File: config.mk
export PLATFORM = sky130hd
export DESIGN_NAME = qdsc_top
export DESIGN_NICKNAME = d
export VERILOG_FILES = /design/src/qdsc_pkg.sv /design/src/qdsc_stream_if.sv /design/src/qdsc_fifo.sv /design/src/qdsc_top.sv
export SDC_FILE = /design/constraint.sdc
export NUM_CORES = 1
export LEC_CHECK = 0
export ABC_AREA = 1
export BUFFER_PORTS_ARGS = -buffer_cell sky130_fd_sc_hd__buf_2
export CORE_UTILIZATION = 40
export CTS_BUF_LIST = sky130_fd_sc_hd__clkbuf_4 sky130_fd_sc_hd__clkbuf_8 sky130_fd_sc_hd__clkbuf_16
export CTS_CLUSTER_SIZE = 28
export DETAILED_ROUTE_END_ITERATION = 16
export PLACE_DENSITY = 0.64
export SYNTH_ARGS = -nofsm -noshare
export SYNTH_HDL_FRONTEND = slang
export SYNTH_SLANG_ARGS = --single-unit
File: constraint.sdc
create_clock -name CLOCK -period 4.5 [get_ports CLOCK]
set_clock_uncertainty 0.15 [all_clocks]
set_input_delay 0 -clock CLOCK [delete_from_list [all_inputs] [get_ports CLOCK]]
set_output_delay 0 -clock CLOCK [all_outputs]
set_load 0.01 [all_outputs]
File: src/qdsc_pkg.sv
/*
 Constants, field layouts, reset values and state type for the quad DAC
 serial control block. Assumes nothing beyond a SystemVerilog compiler.
*/
package qdsc_pkg;

    localparam int CHANNELS = 4;
    localparam int CODE_BITS = 12;
    localparam int WORD_BITS = 16;
    localparam int FIFO_WIDTH = CHANNELS + WORD_BITS;
    localparam int FIFO_DEPTH = 32;

    // Fixed upper five bits of the slave address
    localparam logic [4:0] SLAVE_ADDR_HI = 5'h03;

    // Bit counter values inside one nine-pulse byte
    localparam logic [3:0] BIT_LAST = 4'h7;
    localparam logic [3:0] BIT_ACK = 4'h8;

    // Positions inside the 16-bit data word
    localparam int RANGE_POS = 15;
    localparam int BUFFER_POS = 14;
    localparam int ZERO_POS = 13;
    localparam int SLEEP_POS = 12;
    // Position of the channel mask inside a queued entry
    localparam int MASK_POS = WORD_BITS;

    // Reset values
    localparam logic [4:0] SYNC_RST = 5'h03;
    localparam logic [3:0] PTR_RST = 4'h0;
    localparam logic [CODE_BITS-1:0] CODE_RST = 12'h000;
    localparam logic RANGE_RST = 1'b0;
    localparam logic BUFFER_RST = 1'b0;
    localparam logic GLOBAL_N_RST = 1'b1;

    typedef enum logic [2:0] {
        ST_IDLE,
        ST_ADDR,
        ST_PTR,
        ST_WRITE,
        ST_READ,
        ST_IGNORE
    } qdsc_state_t;

endpackage : qdsc_pkg

File: src/qdsc_stream_if.sv
/*
 Valid/ready word carrier between the serial front end and the queue.
 Assumes source and sink share one clock.
*/
interface qdsc_stream_if #(parameter int WIDTH = 8) ();
    logic valid;
    logic ready;
    logic [WIDTH-1:0] data;

    modport src (output valid, output data, input ready);
    modport snk (input valid, input data, output ready);
endinterface : qdsc_stream_if

File: src/qdsc_fifo.sv
/*
 Flip-flop FIFO with valid/ready on both sides, honest full and empty.
 Assumes one clock and a synchronous active-high reset.
*/
module qdsc_fifo #(
    parameter int WIDTH = 20,
    parameter int DEPTH = 32
) (
    input wire logic clk, // Block clock
    input wire logic rst, // Synchronous reset
    qdsc_stream_if.snk wr_side, // Filling side
    qdsc_stream_if.src rd_side // Draining side
);
    localparam int AW = $clog2(DEPTH);

    logic [WIDTH-1:0] mem_reg [DEPTH];
    logic [AW:0] wr_ptr_reg;
    logic [AW:0] wr_ptr_next;
    logic [AW:0] rd_ptr_reg;
    logic [AW:0] rd_ptr_next;
    logic full;
    logic empty;
    logic push;
    logic pop;

    assign empty = (wr_ptr_reg == rd_ptr_reg);
    assign full = (wr_ptr_reg[AW] != rd_ptr_reg[AW]) &&
                  (wr_ptr_reg[AW-1:0] == rd_ptr_reg[AW-1:0]);
    assign wr_side.ready = !full;
    assign rd_side.valid = !empty;
    assign rd_side.data = mem_reg[rd_ptr_reg[AW-1:0]];
    assign push = wr_side.valid && !full;
    assign pop = rd_side.ready && !empty;

    always_comb begin
        wr_ptr_next = push ? wr_ptr_reg + 1'b1 : wr_ptr_reg;
        rd_ptr_next = pop ? rd_ptr_reg + 1'b1 : rd_ptr_reg;
    end

    always_ff @(posedge clk) begin
        if (rst) begin
            wr_ptr_reg <= '0;
            rd_ptr_reg <= '0;
        end else begin
            wr_ptr_reg <= wr_ptr_next;
            rd_ptr_reg <= rd_ptr_next;
        end
    end

    // Storage needs no reset; entries are read only after being written
    always_ff @(posedge clk) begin
        if (push) begin
            mem_reg[wr_ptr_reg[AW-1:0]] <= wr_side.data;
        end
    end

endmodule : qdsc_fifo

File: src/qdsc_top.sv
/*
 Two-wire serial slave control for a quad voltage DAC: addressing, byte
 framing, pointer, write and readback, per-channel control and code
 registers, global clear and sleep. Assumes SCL, SDA and the straps are
 asynchronous pins, sampled at 100 MHz; the bus wire level is resolved
 outside from SDA_OE.
*/
module qdsc_top (
    input wire logic CLOCK, // 100 MHz block clock
    input wire logic RST, // Synchronous reset, active high
    input wire logic SCL, // Serial clock pin, input only
    input wire logic SDA_IN, // Serial data pin level
    output logic SDA_OUT, // Serial data drive value, always low
    output logic SDA_OE, // High while pulling SDA low
    input wire logic ADDR_STRAP_BIT0, // Address bit 0 strap
    input wire logic ADDR_STRAP_BIT1, // Address bit 1 strap
    input wire logic APPLY_HOLD, // High stalls applying queued words
    output logic [47:0] CHANNEL_CODE, // Codes, channel A in bits 11:0
    output logic [3:0] CHANNEL_DOUBLE_SPAN, // Per channel double span
    output logic [3:0] CHANNEL_REF_BUFFERED, // Per channel buffered reference
    output logic [3:0] CHANNEL_POWERED // Channel outputs active
);
    localparam int CB = qdsc_pkg::CODE_BITS;

    function automatic logic is_onehot(input logic [3:0] m);
        return (m != 4'h0) && ((m & (m - 4'h1)) == 4'h0);
    endfunction : is_onehot

    function automatic logic [1:0] onehot_idx(input logic [3:0] m);
        return m[3] ? 2'h3 : m[2] ? 2'h2 : m[1] ? 2'h1 : 2'h0;
    endfunction : onehot_idx

    // Pin synchronisers: meta stage is read only by the stable stage
    logic [4:0] meta_reg;
    logic [4:0] meta_next;
    logic [4:0] stab_reg;
    logic [4:0] stab_next;
    logic [4:0] prev_reg;
    logic [4:0] prev_next;

    always_comb begin
        meta_next = {APPLY_HOLD, ADDR_STRAP_BIT1, ADDR_STRAP_BIT0, SDA_IN, SCL};
        stab_next = meta_reg;
        prev_next = stab_reg;
    end

    always_ff @(posedge CLOCK) begin
        if (RST) begin
            meta_reg <= qdsc_pkg::SYNC_RST;
            stab_reg <= qdsc_pkg::SYNC_RST;
            prev_reg <= qdsc_pkg::SYNC_RST;
        end else begin
            meta_reg <= meta_next;
            stab_reg <= stab_next;
            prev_reg <= prev_next;
        end
    end

    logic scl_s;
    logic sda_s;
    logic hold_s;
    logic scl_rise;
    logic scl_fall;
    logic start_det;
    logic stop_det;
    logic addr_match;

    assign scl_s = stab_reg[0];
    assign sda_s = stab_reg[1];
    assign hold_s = stab_reg[4];
    assign scl_rise = scl_s && !prev_reg[0];
    assign scl_fall = !scl_s && prev_reg[0];
    assign start_det = scl_s && prev_reg[0] && !sda_s && prev_reg[1];
    assign stop_det = scl_s && prev_reg[0] && sda_s && !prev_reg[1];

    qdsc_stream_if #(.WIDTH(qdsc_pkg::FIFO_WIDTH)) wr_if ();
    qdsc_stream_if #(.WIDTH(qdsc_pkg::FIFO_WIDTH)) rd_if ();

    qdsc_fifo #(
        .WIDTH(qdsc_pkg::FIFO_WIDTH),
        .DEPTH(qdsc_pkg::FIFO_DEPTH)
    ) u_fifo (
        .clk(CLOCK),
        .rst(RST),
        .wr_side(wr_if.snk),
        .rd_side(rd_if.src)
    );

    // Channel and global state
    logic [CB-1:0] code_reg [4];
    logic [3:0] range_reg;
    logic [3:0] buffer_reg;
    logic zero_all_n_reg;
    logic zero_all_n_next;
    logic sleep_all_n_reg;
    logic sleep_all_n_next;
    logic [qdsc_pkg::FIFO_WIDTH-1:0] word;
    logic fire;
    logic [15:0] rd_word;

    // Serial front end state
    qdsc_pkg::qdsc_state_t state_reg;
    qdsc_pkg::qdsc_state_t state_next;
    logic [3:0] bit_cnt_reg;
    logic [3:0] bit_cnt_next;
    logic [7:0] shift_reg;
    logic [7:0] shift_next;
    logic [7:0] tx_reg;
    logic [7:0] tx_next;
    logic [7:0] hi_reg;
    logic [7:0] hi_next;
    logic [3:0] ptr_mask_reg;
    logic [3:0] ptr_mask_next;
    logic oe_reg;
    logic oe_next;
    logic rw_reg;
    logic rw_next;
    logic wr_lo_reg;
    logic wr_lo_next;
    logic rd_lo_reg;
    logic rd_lo_next;
    logic mack_reg;
    logic mack_next;
    logic armed_reg;
    logic armed_next;
    logic push_reg;
    logic push_next;
    logic [qdsc_pkg::FIFO_WIDTH-1:0] push_data_reg;
    logic [qdsc_pkg::FIFO_WIDTH-1:0] push_data_next;

    assign addr_match = (shift_reg[7:1] == {qdsc_pkg::SLAVE_ADDR_HI, stab_reg[3], stab_reg[2]});
    assign rd_word = is_onehot(ptr_mask_reg) ?
        {range_reg[onehot_idx(ptr_mask_reg)], buffer_reg[onehot_idx(ptr_mask_reg)],
         zero_all_n_reg, sleep_all_n_reg, code_reg[onehot_idx(ptr_mask_reg)]} :
        {2'h0, zero_all_n_reg, sleep_all_n_reg, qdsc_pkg::CODE_RST};

    always_comb begin
        state_next = state_reg;
        bit_cnt_next = bit_cnt_reg;
        shift_next = shift_reg;
        tx_next = tx_reg;
        hi_next = hi_reg;
        ptr_mask_next = ptr_mask_reg;
        oe_next = oe_reg;
        rw_next = rw_reg;
        wr_lo_next = wr_lo_reg;
        rd_lo_next = rd_lo_reg;
        mack_next = mack_reg;
        armed_next = armed_reg;
        push_next = 1'b0;
        push_data_next = push_data_reg;
        if (start_det) begin
            state_next = qdsc_pkg::ST_ADDR;
            bit_cnt_next = 4'h0;
            oe_next = 1'b0;
            armed_next = 1'b0;
        end else if (stop_det) begin
            state_next = qdsc_pkg::ST_IDLE;
            bit_cnt_next = 4'h0;
            oe_next = 1'b0;
        end else if (state_reg != qdsc_pkg::ST_IDLE && state_reg != qdsc_pkg::ST_IGNORE) begin
            if (scl_rise) begin
                armed_next = 1'b1;
                if (bit_cnt_reg < qdsc_pkg::BIT_ACK) begin
                    shift_next = {shift_reg[6:0], sda_s};
                end else begin
                    mack_next = !sda_s;
                end
            end
            // The fall that closes a start carries no bit, so it must not count
            if (scl_fall && armed_reg) begin
                if (bit_cnt_reg == qdsc_pkg::BIT_ACK) begin
                    bit_cnt_next = 4'h0;
                    oe_next = 1'b0;
                    unique case (state_reg)
                        qdsc_pkg::ST_ADDR: begin
                            if (rw_reg) begin
                                state_next = qdsc_pkg::ST_READ;
                                tx_next = rd_word[15:8];
                                oe_next = !rd_word[15];
                                rd_lo_next = 1'b1;
                            end else begin
                                state_next = qdsc_pkg::ST_PTR;
                            end
                        end
                        qdsc_pkg::ST_PTR: state_next = qdsc_pkg::ST_WRITE;
                        qdsc_pkg::ST_WRITE: state_next = qdsc_pkg::ST_WRITE;
                        qdsc_pkg::ST_READ: begin
                            if (mack_reg) begin
                                tx_next = rd_lo_reg ? rd_word[7:0] : rd_word[15:8];
                                oe_next = rd_lo_reg ? !rd_word[7] : !rd_word[15];
                                rd_lo_next = !rd_lo_reg;
                            end else begin
                                state_next = qdsc_pkg::ST_IGNORE;
                            end
                        end
                        default: state_next = qdsc_pkg::ST_IDLE;
                    endcase
                end else begin
                    bit_cnt_next = bit_cnt_reg + 4'h1;
                    if (bit_cnt_reg == qdsc_pkg::BIT_LAST) begin
                        oe_next = 1'b0;
                        unique case (state_reg)
                            qdsc_pkg::ST_ADDR: begin
                                if (addr_match) begin
                                    oe_next = 1'b1;
                                    rw_next = shift_reg[0];
                                end else begin
                                    state_next = qdsc_pkg::ST_IGNORE;
                                end
                            end
                            qdsc_pkg::ST_PTR: begin
                                oe_next = 1'b1;
                                ptr_mask_next = shift_reg[3:0];
                                wr_lo_next = 1'b0;
                            end
                            qdsc_pkg::ST_WRITE: begin
                                if (!wr_lo_reg) begin
                                    hi_next = shift_reg;
                                    wr_lo_next = 1'b1;
                                    oe_next = 1'b1;
                                end else begin
                                    wr_lo_next = 1'b0;
                                    if (ptr_mask_reg == 4'h0) begin
                                        oe_next = 1'b1;
                                    end else if (wr_if.ready) begin
                                        // Full queue refuses the byte with a no-acknowledge
                                        oe_next = 1'b1;
                                        push_next = 1'b1;
                                        push_data_next = {ptr_mask_reg, hi_reg, shift_reg};
                                    end
                                end
                            end
                            qdsc_pkg::ST_READ: oe_next = 1'b0;
                            default: state_next = qdsc_pkg::ST_IDLE;
                        endcase
                    end else if (state_reg == qdsc_pkg::ST_READ) begin
                        tx_next = {tx_reg[6:0], 1'b0};
                        oe_next = !tx_reg[6];
                    end
                end
            end
        end
    end

    always_ff @(posedge CLOCK) begin
        if (RST) begin
            state_reg <= qdsc_pkg::ST_IDLE;
            bit_cnt_reg <= 4'h0;
            shift_reg <= 8'h00;
            tx_reg <= 8'h00;
            hi_reg <= 8'h00;
            ptr_mask_reg <= qdsc_pkg::PTR_RST;
            oe_reg <= 1'b0;
            rw_reg <= 1'b0;
            wr_lo_reg <= 1'b0;
            rd_lo_reg <= 1'b0;
            mack_reg <= 1'b0;
            armed_reg <= 1'b0;
            push_reg <= 1'b0;
            push_data_reg <= '0;
        end else begin
            state_reg <= state_next;
            bit_cnt_reg <= bit_cnt_next;
            shift_reg <= shift_next;
            tx_reg <= tx_next;
            hi_reg <= hi_next;
            ptr_mask_reg <= ptr_mask_next;
            oe_reg <= oe_next;
            rw_reg <= rw_next;
            wr_lo_reg <= wr_lo_next;
            rd_lo_reg <= rd_lo_next;
            mack_reg <= mack_next;
            armed_reg <= armed_next;
            push_reg <= push_next;
            push_data_reg <= push_data_next;
        end
    end

    assign wr_if.valid = push_reg;
    assign wr_if.data = push_data_reg;
    assign rd_if.ready = !hold_s;
    assign fire = rd_if.valid && rd_if.ready;
    assign word = rd_if.data;

    // Global clear and sleep state
    always_comb begin
        zero_all_n_next = zero_all_n_reg;
        sleep_all_n_next = sleep_all_n_reg;
        if (fire) begin
            zero_all_n_next = word[qdsc_pkg::ZERO_POS];
            sleep_all_n_next = word[qdsc_pkg::SLEEP_POS];
        end
    end

    always_ff @(posedge CLOCK) begin
        if (RST) begin
            zero_all_n_reg <= qdsc_pkg::GLOBAL_N_RST;
            sleep_all_n_reg <= qdsc_pkg::GLOBAL_N_RST;
        end else begin
            zero_all_n_reg <= zero_all_n_next;
            sleep_all_n_reg <= sleep_all_n_next;
        end
    end

    for (genvar ch = 0; ch < qdsc_pkg::CHANNELS; ch++) begin : g_ch
        logic [CB-1:0] code_next;
        logic range_next;
        logic buffer_next;

        always_comb begin
            code_next = code_reg[ch];
            range_next = range_reg[ch];
            buffer_next = buffer_reg[ch];
            if (fire && word[qdsc_pkg::MASK_POS+ch]) begin
                range_next = word[qdsc_pkg::RANGE_POS];
                buffer_next = word[qdsc_pkg::BUFFER_POS];
                code_next = word[CB-1:0];
            end
            if (fire && !word[qdsc_pkg::ZERO_POS]) begin
                code_next = qdsc_pkg::CODE_RST;
            end
        end

        always_ff @(posedge CLOCK) begin
            if (RST) begin
                code_reg[ch] <= qdsc_pkg::CODE_RST;
                range_reg[ch] <= qdsc_pkg::RANGE_RST;
                buffer_reg[ch] <= qdsc_pkg::BUFFER_RST;
            end else begin
                code_reg[ch] <= code_next;
                range_reg[ch] <= range_next;
                buffer_reg[ch] <= buffer_next;
            end
        end

        assign CHANNEL_CODE[ch*CB +: CB] = code_reg[ch];
        assign CHANNEL_POWERED[ch] = sleep_all_n_reg;
    end

    assign CHANNEL_DOUBLE_SPAN = range_reg;
    assign CHANNEL_REF_BUFFERED = buffer_reg;
    assign SDA_OE = oe_reg;
    assign SDA_OUT = 1'b0;

    addr_ack_a: assert property (@(posedge CLOCK) disable iff (RST)
        (state_reg == qdsc_pkg::ST_ADDR && scl_fall && !start_det && !stop_det &&
         bit_cnt_reg == qdsc_pkg::BIT_LAST && addr_match) |=> oe_reg)
        else $error("Matching address not acknowledged");
    ignore_quiet_a: assert property (@(posedge CLOCK) disable iff (RST)
        (state_reg == qdsc_pkg::ST_IGNORE && $past(state_reg == qdsc_pkg::ST_IGNORE)) |-> !oe_reg)
        else $error("SDA driven while ignoring the bus");
    sda_timing_a: assert property (@(posedge CLOCK) disable iff (RST)
        $changed(oe_reg) |-> $past(scl_fall || start_det || stop_det))
        else $error("SDA changed outside SCL low");
    nine_pulse_a: assert property (@(posedge CLOCK) disable iff (RST)
        bit_cnt_reg <= qdsc_pkg::BIT_ACK)
        else $error("Bit counter beyond acknowledge slot");
    ptr_load_a: assert property (@(posedge CLOCK) disable iff (RST)
        $changed(ptr_mask_reg) |-> $past(state_reg == qdsc_pkg::ST_PTR && scl_fall &&
            bit_cnt_reg == qdsc_pkg::BIT_LAST))
        else $error("Pointer changed outside pointer byte");
    empty_ptr_a: assert property (@(posedge CLOCK) disable iff (RST)
        push_reg |-> $past(ptr_mask_reg) != 4'h0)
        else $error("Word queued for empty pointer");
    reset_state_a: assert property (@(posedge CLOCK) disable iff (RST)
        $past(RST) |-> (CHANNEL_CODE == 48'h0 && CHANNEL_DOUBLE_SPAN == 4'h0 &&
            CHANNEL_REF_BUFFERED == 4'h0 && CHANNEL_POWERED == 4'hf))
        else $error("Wrong state after reset");
    clear_all_a: assert property (@(posedge CLOCK) disable iff (RST)
        (fire && !word[qdsc_pkg::ZERO_POS]) |=> CHANNEL_CODE == 48'h0)
        else $error("Clear did not zero codes");
    multi_read_a: assert property (@(posedge CLOCK) disable iff (RST)
        !is_onehot(ptr_mask_reg) |-> (rd_word[15:14] == 2'h0 && rd_word[11:0] == 12'h000))
        else $error("Multi-channel readback not zero");
    load_sel_a: assert property (@(posedge CLOCK) disable iff (RST)
        (fire && word[qdsc_pkg::ZERO_POS] && word[qdsc_pkg::MASK_POS]) |=>
            CHANNEL_CODE[11:0] == $past(word[11:0]))
        else $error("Selected channel A not loaded");

endmodule : qdsc_top

==> metrics.txt, run 1 <==
CP arrival 3.36 ns; drt via density 5.27; Hold Path Class register to register; CP max FO 20; CP Class register to register; # resized after CTS 0; family with the most delay on the worst path simple AND/OR/NAND/NOR gates; Inserted Clock Buffers 79; total track usage 20.6%; first drt pass iteration count 9; Fin. Hold Viols 0; CP most frequent cell nor2_1; Finished Cell Area 36900 um2; Mean Syn Cell Area 10.4 um2; Syn-to-layout area delta 11.9%; Sink Count 788; largest net degree at the start of global routing 202; syn_nets 3196; buffer count from post-CTS setup fixing 0; ys async rst share 0%; initial core utilization 40.7%; fmax 305 MHz; Max Cap Viol 0; CTS tree done; Buf+Inv Stages, Crit Path 0; Die H 289 um; Worst slew margin 16.3%; clk root buf clkbuf_16; initial DRC count 2358; Fin Setup TNS 0 ns; Filler cells 7383; first-pass GRT wire length 130000 um; Yosys cell types 43; max incr delay on CP 0.99 ns; Rows 104; Yosys reg bits 788; number of synthesized flops with an enable pin 640; die area 83700 um2; Clock transition at path regs 0.06 ns; Final min period 3.27 ns; RSZ-0062 raised after global routing no; layout cell share with drive strength beyond 1 10.7%; Worst EP required 4.59 ns; # diodes 0; post-synthesis sequential area ratio 67.2%; Final setup violation count 0; WHS 0.251 ns; Post-route DRC 0; most common cell in the netlist nand2_1; initial antenna violation count 0; vias in the first global route 21.6k; NumNets Final 3244; P per Cell Area 541 nW/um2; Mapped Cells 3182; chip width 289 um; crit end category register; Avg WL per Cell 19.9 um; number of flip-flops in the largest register 640; Worst Max-Slew Pin Slew 1.25 ns; final period utilization 72.7%; vias 22.9k; mapped cell area 33000 um2; CP Launch Type register; IO Count 69; top_reg_cell synth edfxtp_1; synth warn 0; clk_lat worst skew 0.64 ns; Post-Place Cell Area 34200 um2; final core utilization 45.6%; Final Max Slew Viols 0; Critical Path, Cell by Cell xor2_1 > a21oi_1 > nand3_1 > nor2_1 > nor2_1 > nand2_1 > nor2_2; clock tree buffer depth 3; status finished, final reports clean; antenna viol nets, final 0; post-synth top area cell edfxtp_1; port bufs 67; largest cells by area after synthesis edfxtp_1 (58%), nand2_1 (12%), dfxtp_1 (9.0%); commonest cells in the netlist nand2_1 (1064), edfxtp_1 (640), nand3_1 (517); grt ovf 0; GP Congestion 0.880; critical path's slowest cell nor2_2; top cell type's share of synthesized area 58.2%; H-tree depth 3; post-layout worst setup margin 1.23 ns; Static Leak 0.0135 uW; Core Footprint 81100 um2; Post-Place Setup Slack 1.23 ns; final wirelength 86400 um; peak supply drop 0.710 mV; DPL Wire Length 49400 um
-- path summary, 6_finish.rpt --
path / from / to / slack, ns / cells after the start
max: u_fifo.wr_ptr_reg[2] / u_fifo.mem_reg[29][6] / 1.23 / 7
min: meta_reg[2] / prev_next[2] / 0.25 / 2
max reg2reg: u_fifo.wr_ptr_reg[2] / u_fifo.mem_reg[29][6] / 1.23 / 7
min reg2reg: meta_reg[2] / prev_next[2] / 0.25 / 2
-- per-layer routing --
metal / track usage (%) / vias up / wire, um
li1: - / 10900 / -
met1: 27.3 / 11100 / 36000
met2: 34.3 / 816 / 42100
met3: 2.85 / 145 / 5750
met4: 7.54 / 0 / 2520
met5: 0 / - / 0
-- stage by stage --
step                      power [uW]  instances
after global placement         13400       4193
after CTS                      20100       4351
after global routing           21000       4351
after floorplan                12300       3182
final                          20000       4351
after detailed placement       13500       4193
-- logic make-up after synthesis --
kind of cell / Yosys count / share of synthesized area (%)
compound gates: 243 / 4.16
xor+xnor: 5 / 0.133
fa+ha+maj: 7 / 0.265
buf+inv: 326 / 5.36
flops: 788 / 67.2
other cells: 1 / 0.0114
simple gates: 1812 / 22.9
-- layout make-up --
cell class	instances	area [um2]	share of cell area, %
inverters	140	539	1.46
well taps	1060	1330	3.59
multi-input cells	2068	9140	24.7
flip-flops and latches	788	22200	60.1
repair buffers	153	1130	3.07
clock inverters	35	312	0.843
clock buffers	107	2300	6.23
-- repair_timing --
item                                    4_1_cts  5_1_grt
hold buffers                                 16        0
endpoints found under the hold margin        26        0
endpoints found under the setup margin        0        0
-- worst reg2reg max path: stages (launching register included) --
cell     delay, ns
dfxtp_1       0.49
xor2_1        0.18
a21oi_1       0.07
nand3_1       0.11
nor2_1        0.09
nor2_1        0.41
nand2_1       0.38
nor2_2        1.00
-- placed cells by master (no fill, tap or decap), types with 5 or more instances in the layout --
cell type / Yosys / final
clkbuf_4: 0 / 19
o21ai_1: 7 / 7
a21oi_1: 102 / 102
buf_4: 58 / 61
clkbuf_16: 0 / 84
inv_1: 129 / 129
ha_1: 7 / 7
bufinv_16: 0 / 5
edfxtp_1: 640 / 640
inv_2: 6 / 5
o21ai_0: 85 / 85
a21oi_2: 23 / 23
inv_6: 0 / 5
buf_12: 0 / 9
o211ai_1: 8 / 8
nor2_1: 197 / 167
nor2_2: 1 / 31
dfxtp_1: 148 / 144
nor3_1: 12 / 10
clkinv_2: 0 / 14
buf_2: 64 / 67
dlygate4sd3_1: 0 / 16
nand3_1: 517 / 517
nand2_1: 1064 / 1064
clkinv_1: 4 / 13
or2_2: 6 / 6
nand3_2: 5 / 5
-- where the power goes --
group / internal [uW] / total, uW / switching [uW]
Clock: 3880 / 6650 / 2780
Sequential: 7940 / 8130 / 195
Combinational: 1510 / 5210 / 3700
Power figures use the tool's default switching activity.
==> run 2, diff against run 1 <==
--- a/config.mk
+++ b/config.mk
@@ -11,7 +11,7 @@
 export CTS_BUF_LIST = sky130_fd_sc_hd__clkbuf_4 sky130_fd_sc_hd__clkbuf_8 sky130_fd_sc_hd__clkbuf_16
 export CTS_CLUSTER_SIZE = 28
 export DETAILED_ROUTE_END_ITERATION = 16
-export PLACE_DENSITY = 0.64
+export PLACE_DENSITY = 0.66
 export SYNTH_ARGS = -nofsm -noshare
 export SYNTH_HDL_FRONTEND = slang
 export SYNTH_SLANG_ARGS = --single-unit
==> constraint.sdc (replaced) <==
create_clock -name CLOCK -period 2.7 [get_ports CLOCK]
set_clock_uncertainty 0.15 [all_clocks]
set_input_delay 0 -clock CLOCK [delete_from_list [all_inputs] [get_ports CLOCK]]
set_output_delay 0 -clock CLOCK [all_outputs]
set_load 0.01 [all_outputs]
==> run 2 against run 1 <==
Compared with the run above: maximum frequency is 31% higher; count of clock-buffer cells in the layout down 7; sequential share of layout area is 1.1 points lower; clock power grew 62%; sequential power up 66%; final area increased by 1.9%; hold slack worse by 0.0017 ns; register-to-register slack got worse by 1.0 ns; flip-flop and latch count unchanged; global-route usage rose by 0.33 points; utilization is 0.84 points higher; critical path type unchanged; critical endpoint is now code_reg[2][3]; largest power group unchanged; highest routed layer unchanged.
==> metrics.txt, run 2 (synthesis gave the netlist of run 1 again) <==
status finished, final reports clean; port bufs 67; chip width 289 um; Post-route DRC 0; clock tree buffer depth 3; CP Launch Type register; die area 83700 um2; CP Class register to register; RSZ-0062 raised after global routing no; vias 23.4k; Storage cell area 22200 um2; Core Footprint 81100 um2; CP max FO 77; Hold EP prev_next[2]; Post-Place Cell Area 34900 um2; initial DRC count 2505; first-pass GRT wire length 133000 um; Worst R2R Path Depth 13; H-tree depth 3; hold path depth 2; worst r2r dst code_reg[2][3]; setup slack, reg-to-reg 0.21 ns; total track usage 20.9%; # diodes 0; CP arrival 2.89 ns; Rows 104; Multi-input gate area 9150 um2; Finished Cell Area 37600 um2; final core utilization 46.4%; clk_lat worst skew 0.62 ns; crit end category register; fmax 401 MHz; Inserted Clock Buffers 81; P per Cell Area 890 nW/um2; DPL Wire Length 50100 um; leading cell type in the layout, fill and taps excluded nand2_1; Worst Max-Slew Pin Slew 0.687 ns; final std cells w/o fill 4427; largest net degree at the start of global routing 99; Final min period 2.49 ns; Filler cells 7324; Syn-to-layout area delta 14.0%; Hold Path Origin meta_reg[2]; Sink Count 788; most frequent cells in the layout nand2_1 (1064), edfxtp_1 (640), nand3_1 (517); CTS tree done; final period utilization 92.4%; initial core utilization 40.7%; GP Congestion 0.896; initial antenna violation count 0; Hold Path Class register to register; Avg WL per Cell 19.8 um; NumNets Final 3316; Die H 289 um; Final Max Slew Viols 0; grt ovf 0; Worst EP required 3.10 ns; final wirelength 87700 um; drt via density 5.28; number of flip-flops in the largest register 640; peak supply drop 0.795 mV; Max Cap Viol 0; vias in the first global route 22.3k; Fin. Hold Viols 0; Clock transition at path regs 0.06 ns; Final setup violation count 0; first drt pass iteration count 6; antenna viol nets, final 0; Placed Cells 4263; clk root buf clkbuf_16; Static Leak 0.0139 uW; layout cell share with drive strength beyond 1 12.5%; WHS 0.249 ns; IO Count 69; Worst slew margin 54.2%; Power Total 33500 uW
[run 2: what timing repair did]
action,in CTS,in global routing
gates resized for setup,2,1
endpoints found under the setup margin,19,298
hold endpoints to repair,48,0
hold buffers,16,0
buffers inserted,0,0
[run 2: where the power goes]
group	internal, uW	switching, uW
Clock	6220	4600
Sequential	13200	301
Combinational	2830	6310
Total	22300	11200
[run 2: worst max-delay path by stage]
stage,startpoint,end,cells after the start
2_1_floorplan,u_fifo.wr_ptr_reg[2],u_fifo.mem_reg[7][0],6
3_3_place_gp,u_fifo.wr_ptr_reg[0],u_fifo.mem_reg[1][13],9
3_5_place_dp,u_fifo.wr_ptr_reg[0],u_fifo.mem_reg[1][14],9
4_1_cts,u_fifo.wr_ptr_reg[0],u_fifo.mem_reg[13][10],10
5_1_grt,register,code_reg[0][7],11
6_report,register,code_reg[2][3],13
[run 2: per-stage QoR]
stage | setup slack, ns | TNS, ns
after floorplan | -0.183 | -7.34
after CTS | 0.0975 | 0
after global placement | 0.0134 | 0
final | 0.205 | 0
after detailed placement | -0.0335 | -0.507
after global routing | 0.0210 | 0
[run 2: layer usage]
| metal | GRT usage, % | routed length, um | vias up |
|---|---|---|---|
| met5 | 0 | 0 | - |
| li1 | - | - | 11000 |
| met2 | 33.6 | 41300 | 901 |
| met4 | 6.80 | 2460 | 0 |
| met3 | 3.47 | 6820 | 146 |
| met1 | 28.8 | 37100 | 11300 |
[run 2: critical path: stages (launching register included)]
cell	delay [ns]
dfxtp_4	0.40
inv_8	0.28
buf_12	0.36
nand2_1	0.09
nand2_1	0.07
nand2_1	0.04
nand3_1	0.08
nand3_1	0.14
nand2_1	0.12
nand2_1	0.05
nand2_1	0.08
buf_4	0.24
nand3_1	0.10
a21oi_1	0.16
[run 2: layout make-up]
| type | count | area share [%] |
|---|---|---|
| clock buffers | 100 | 6.00 |
| multi-input cells | 2068 | 24.3 |
| inverters | 140 | 1.43 |
| flip-flops and latches | 788 | 59.0 |
| clock inverters | 48 | 0.831 |
| well taps | 1060 | 3.52 |
| repair buffers | 223 | 4.91 |
==> run 3, diff against run 2 <==
--- a/config.mk
+++ b/config.mk
@@ -7,6 +7,7 @@
 export LEC_CHECK = 0
 export ABC_AREA = 1
 export BUFFER_PORTS_ARGS = -buffer_cell sky130_fd_sc_hd__buf_2
+export CORE_ASPECT_RATIO = 0.5
 export CORE_UTILIZATION = 40
 export CTS_BUF_LIST = sky130_fd_sc_hd__clkbuf_4 sky130_fd_sc_hd__clkbuf_8 sky130_fd_sc_hd__clkbuf_16
 export CTS_CLUSTER_SIZE = 28
==> run 3 against run 2 <==
Compared with the run above: combinational power grew 9%; wire length grew 6.0%; die area is essentially flat; flip-flop and latch count is the same; count of clock-buffer cells in the layout shrank 8; highest routed layer is now met5; total power grew 3.0%; critical path depth shrank 2; clock power is essentially flat.
==> metrics.txt, run 3 (synthesis gave the netlist of run 1 again) <==
drt via density 5.38; status finished, final reports clean; Placed Cells 4295; Post-Place Setup Slack -0.211 ns; post-layout worst setup margin 0.0817 ns; Net Sw Frac 34.3%; DPL Wire Length 57900 um; antenna viol nets, final 0; first-pass GRT wire length 136000 um; layout cell share with drive strength beyond 1 12.2%; number of flip-flops in the largest register 640; CP Launch Type register; Critical Path, Cell by Cell buf_12 > buf_12 > nand2_1 > nand3_1 > nand3_1 > nand3_1 > nand3_1 > nand3_2 > buf_12 > nand2_1 > a21oi_2; final core utilization 46.4%; Hold EP prev_reg[0]; Max Cap Viol 0; Avg WL per Cell 20.9 um; buffer count from post-CTS setup fixing 0; clock tree buffer depth 3; chip width 408 um; Inserted Clock Buffers 73; Final setup violation count 0; final wirelength 93000 um; Worst R2R Path Depth 11; initial core utilization 40.4%; clk root buf clkbuf_16; Worst slew margin 39.6%; Core Footprint 81700 um2; die area 83700 um2; Die H 205 um; crit end category register; initial antenna violation count 5; initial DRC count 2949; leading cell type in the layout, fill and taps excluded nand2_1; fmax 382 MHz; hold path depth 4; CTS tree done; largest net degree at the start of global routing 117; most frequent cells in the layout nand2_1 (1062), edfxtp_1 (640), nand3_1 (517); CP max FO 55; critical path's slowest cell dfxtp_4; setup slack, reg-to-reg 0.08 ns; vias 23.9k; Hold Path Class input port to register; Reg power frac 39.3%; Final Max Slew Viols 0; NumNets Final 3301; vias in the first global route 22.0k; clk_lat worst skew 0.63 ns; Static Leak 0.0138 uW; Hold Path Origin RST; Post-route DRC 0; H-tree depth 3; P per Cell Area 912 nW/um2; Worst EP required 3.11 ns; GP Congestion 0.925; grt ovf 0; total track usage 21.7%; port bufs 67; max incr delay on CP 0.44 ns; CP most frequent cell nand3_1; Net Sw Power 11800 uW; Fin Setup TNS 0 ns; P_int 22700 uW; Sink Count 788; Fin. Hold Viols 0; Power Total 34500 uW; CP Class register to register; peak supply drop 0.502 mV; Final min period 2.62 ns; Clock transition at path regs 0.06 ns; final period utilization 97.0%; Comb pwr share 29.0%; clock network fraction of total power 31.7%; Rows 74; Worst Max-Slew Pin Slew 0.905 ns; Syn-to-layout area delta 14.7%; IO Count 69; worst r2r dst code_reg[1][10]; CP arrival 3.03 ns; final std cells w/o fill 4448; first drt pass iteration count 8
## run 3: changes by cell type in the layout (fill, tap and decap cells not counted), moves of 2 or more
cell | previous run | this run
clkbuf_16 | 86 | 76
clkinvlp_4 | 4 | 1
nor2_4 | 3 | 30
bufinv_16 | 3 | 10
nor2_2 | 30 | 6
clkbuf_8 | 0 | 3
buf_4 | 116 | 96
clkinv_2 | 24 | 15
buf_12 | 24 | 33
nand2_1 | 1064 | 1062
clkinv_8 | 0 | 5
nand2_2 | 2 | 4
clkinv_1 | 19 | 13
## run 3: worst max-delay path, delay by kind of cell, from the launching register on
family,cells,cell delay [ns]
buffers and inverters,3,0.68
AOI/OAI and AO/OA,1,0.15
DFF,1,0.44
and+or+nand+nor,7,1.08
## run 3: cell type report
| cell class | count | area (um2) |
|---|---|---|
| antenna | 1 | 2.50 |
| clock buffer | 92 | 2040 |
| clock inverter | 41 | 494 |
| fill | 7397 | 43800 |
| inverter | 140 | 544 |
| multi-input combinational | 2071 | 9310 |
| sequential | 788 | 22200 |
| tap | 1102 | 1380 |
| timing repair buffer | 213 | 1900 |
## run 3: how the worst max path moves through the flow
stage / to / slack [ns] / cells past startpoint
after CTS: u_fifo.mem_reg[24][16] / 0.03 / 9
after global routing: code_reg[3][2] / -0.002 / 12
after floorplan: u_fifo.mem_reg[7][0] / -0.18 / 6
final: code_reg[1][10] / 0.08 / 11
after detailed placement: u_fifo.mem_reg[17][3] / -0.21 / 10
after global placement: u_fifo.mem_reg[15][2] / -0.19 / 9
## run 3: repair_timing
| item | 4_1_cts | 5_1_grt |
|---|---|---|
| endpoints found under the hold margin | 64 | 0 |
| endpoints found under the setup margin | 487 | 124 |
| gates cloned | 0 | 3 |
| hold buffers | 16 | 0 |
| gates resized for setup | 27 | 7 |
| pin swaps | 0 | 3 |
## run 3: layer usage
metal	GRT usage [%]	up-vias	wire length [um]
li1	-	11000	-
met5	0	-	13
met4	6.84	2	2690
met3	5.50	153	10000
met2	33.5	1213	41900
met1	29.9	11500	38400
## run 3: power by group through the flow
stage,Clock (uW),Combinational (uW),Sequential [uW]
after floorplan,0,6790,13700
after global routing,11500,10900,13600
after CTS,11000,9810,13500
after global placement,0,9620,13800
after detailed placement,0,9740,13800
final,11000,10000,13600
## run 3: per-stage QoR
step | area, um2 | hold slack (ns)
after floorplan | 33100 | -0.0462
after global placement | 35000 | 0.0336
after detailed placement | 35000 | 0.0374
after CTS | 37800 | 0.161
after global routing | 37900 | 0.233
final | 37900 | 0.214
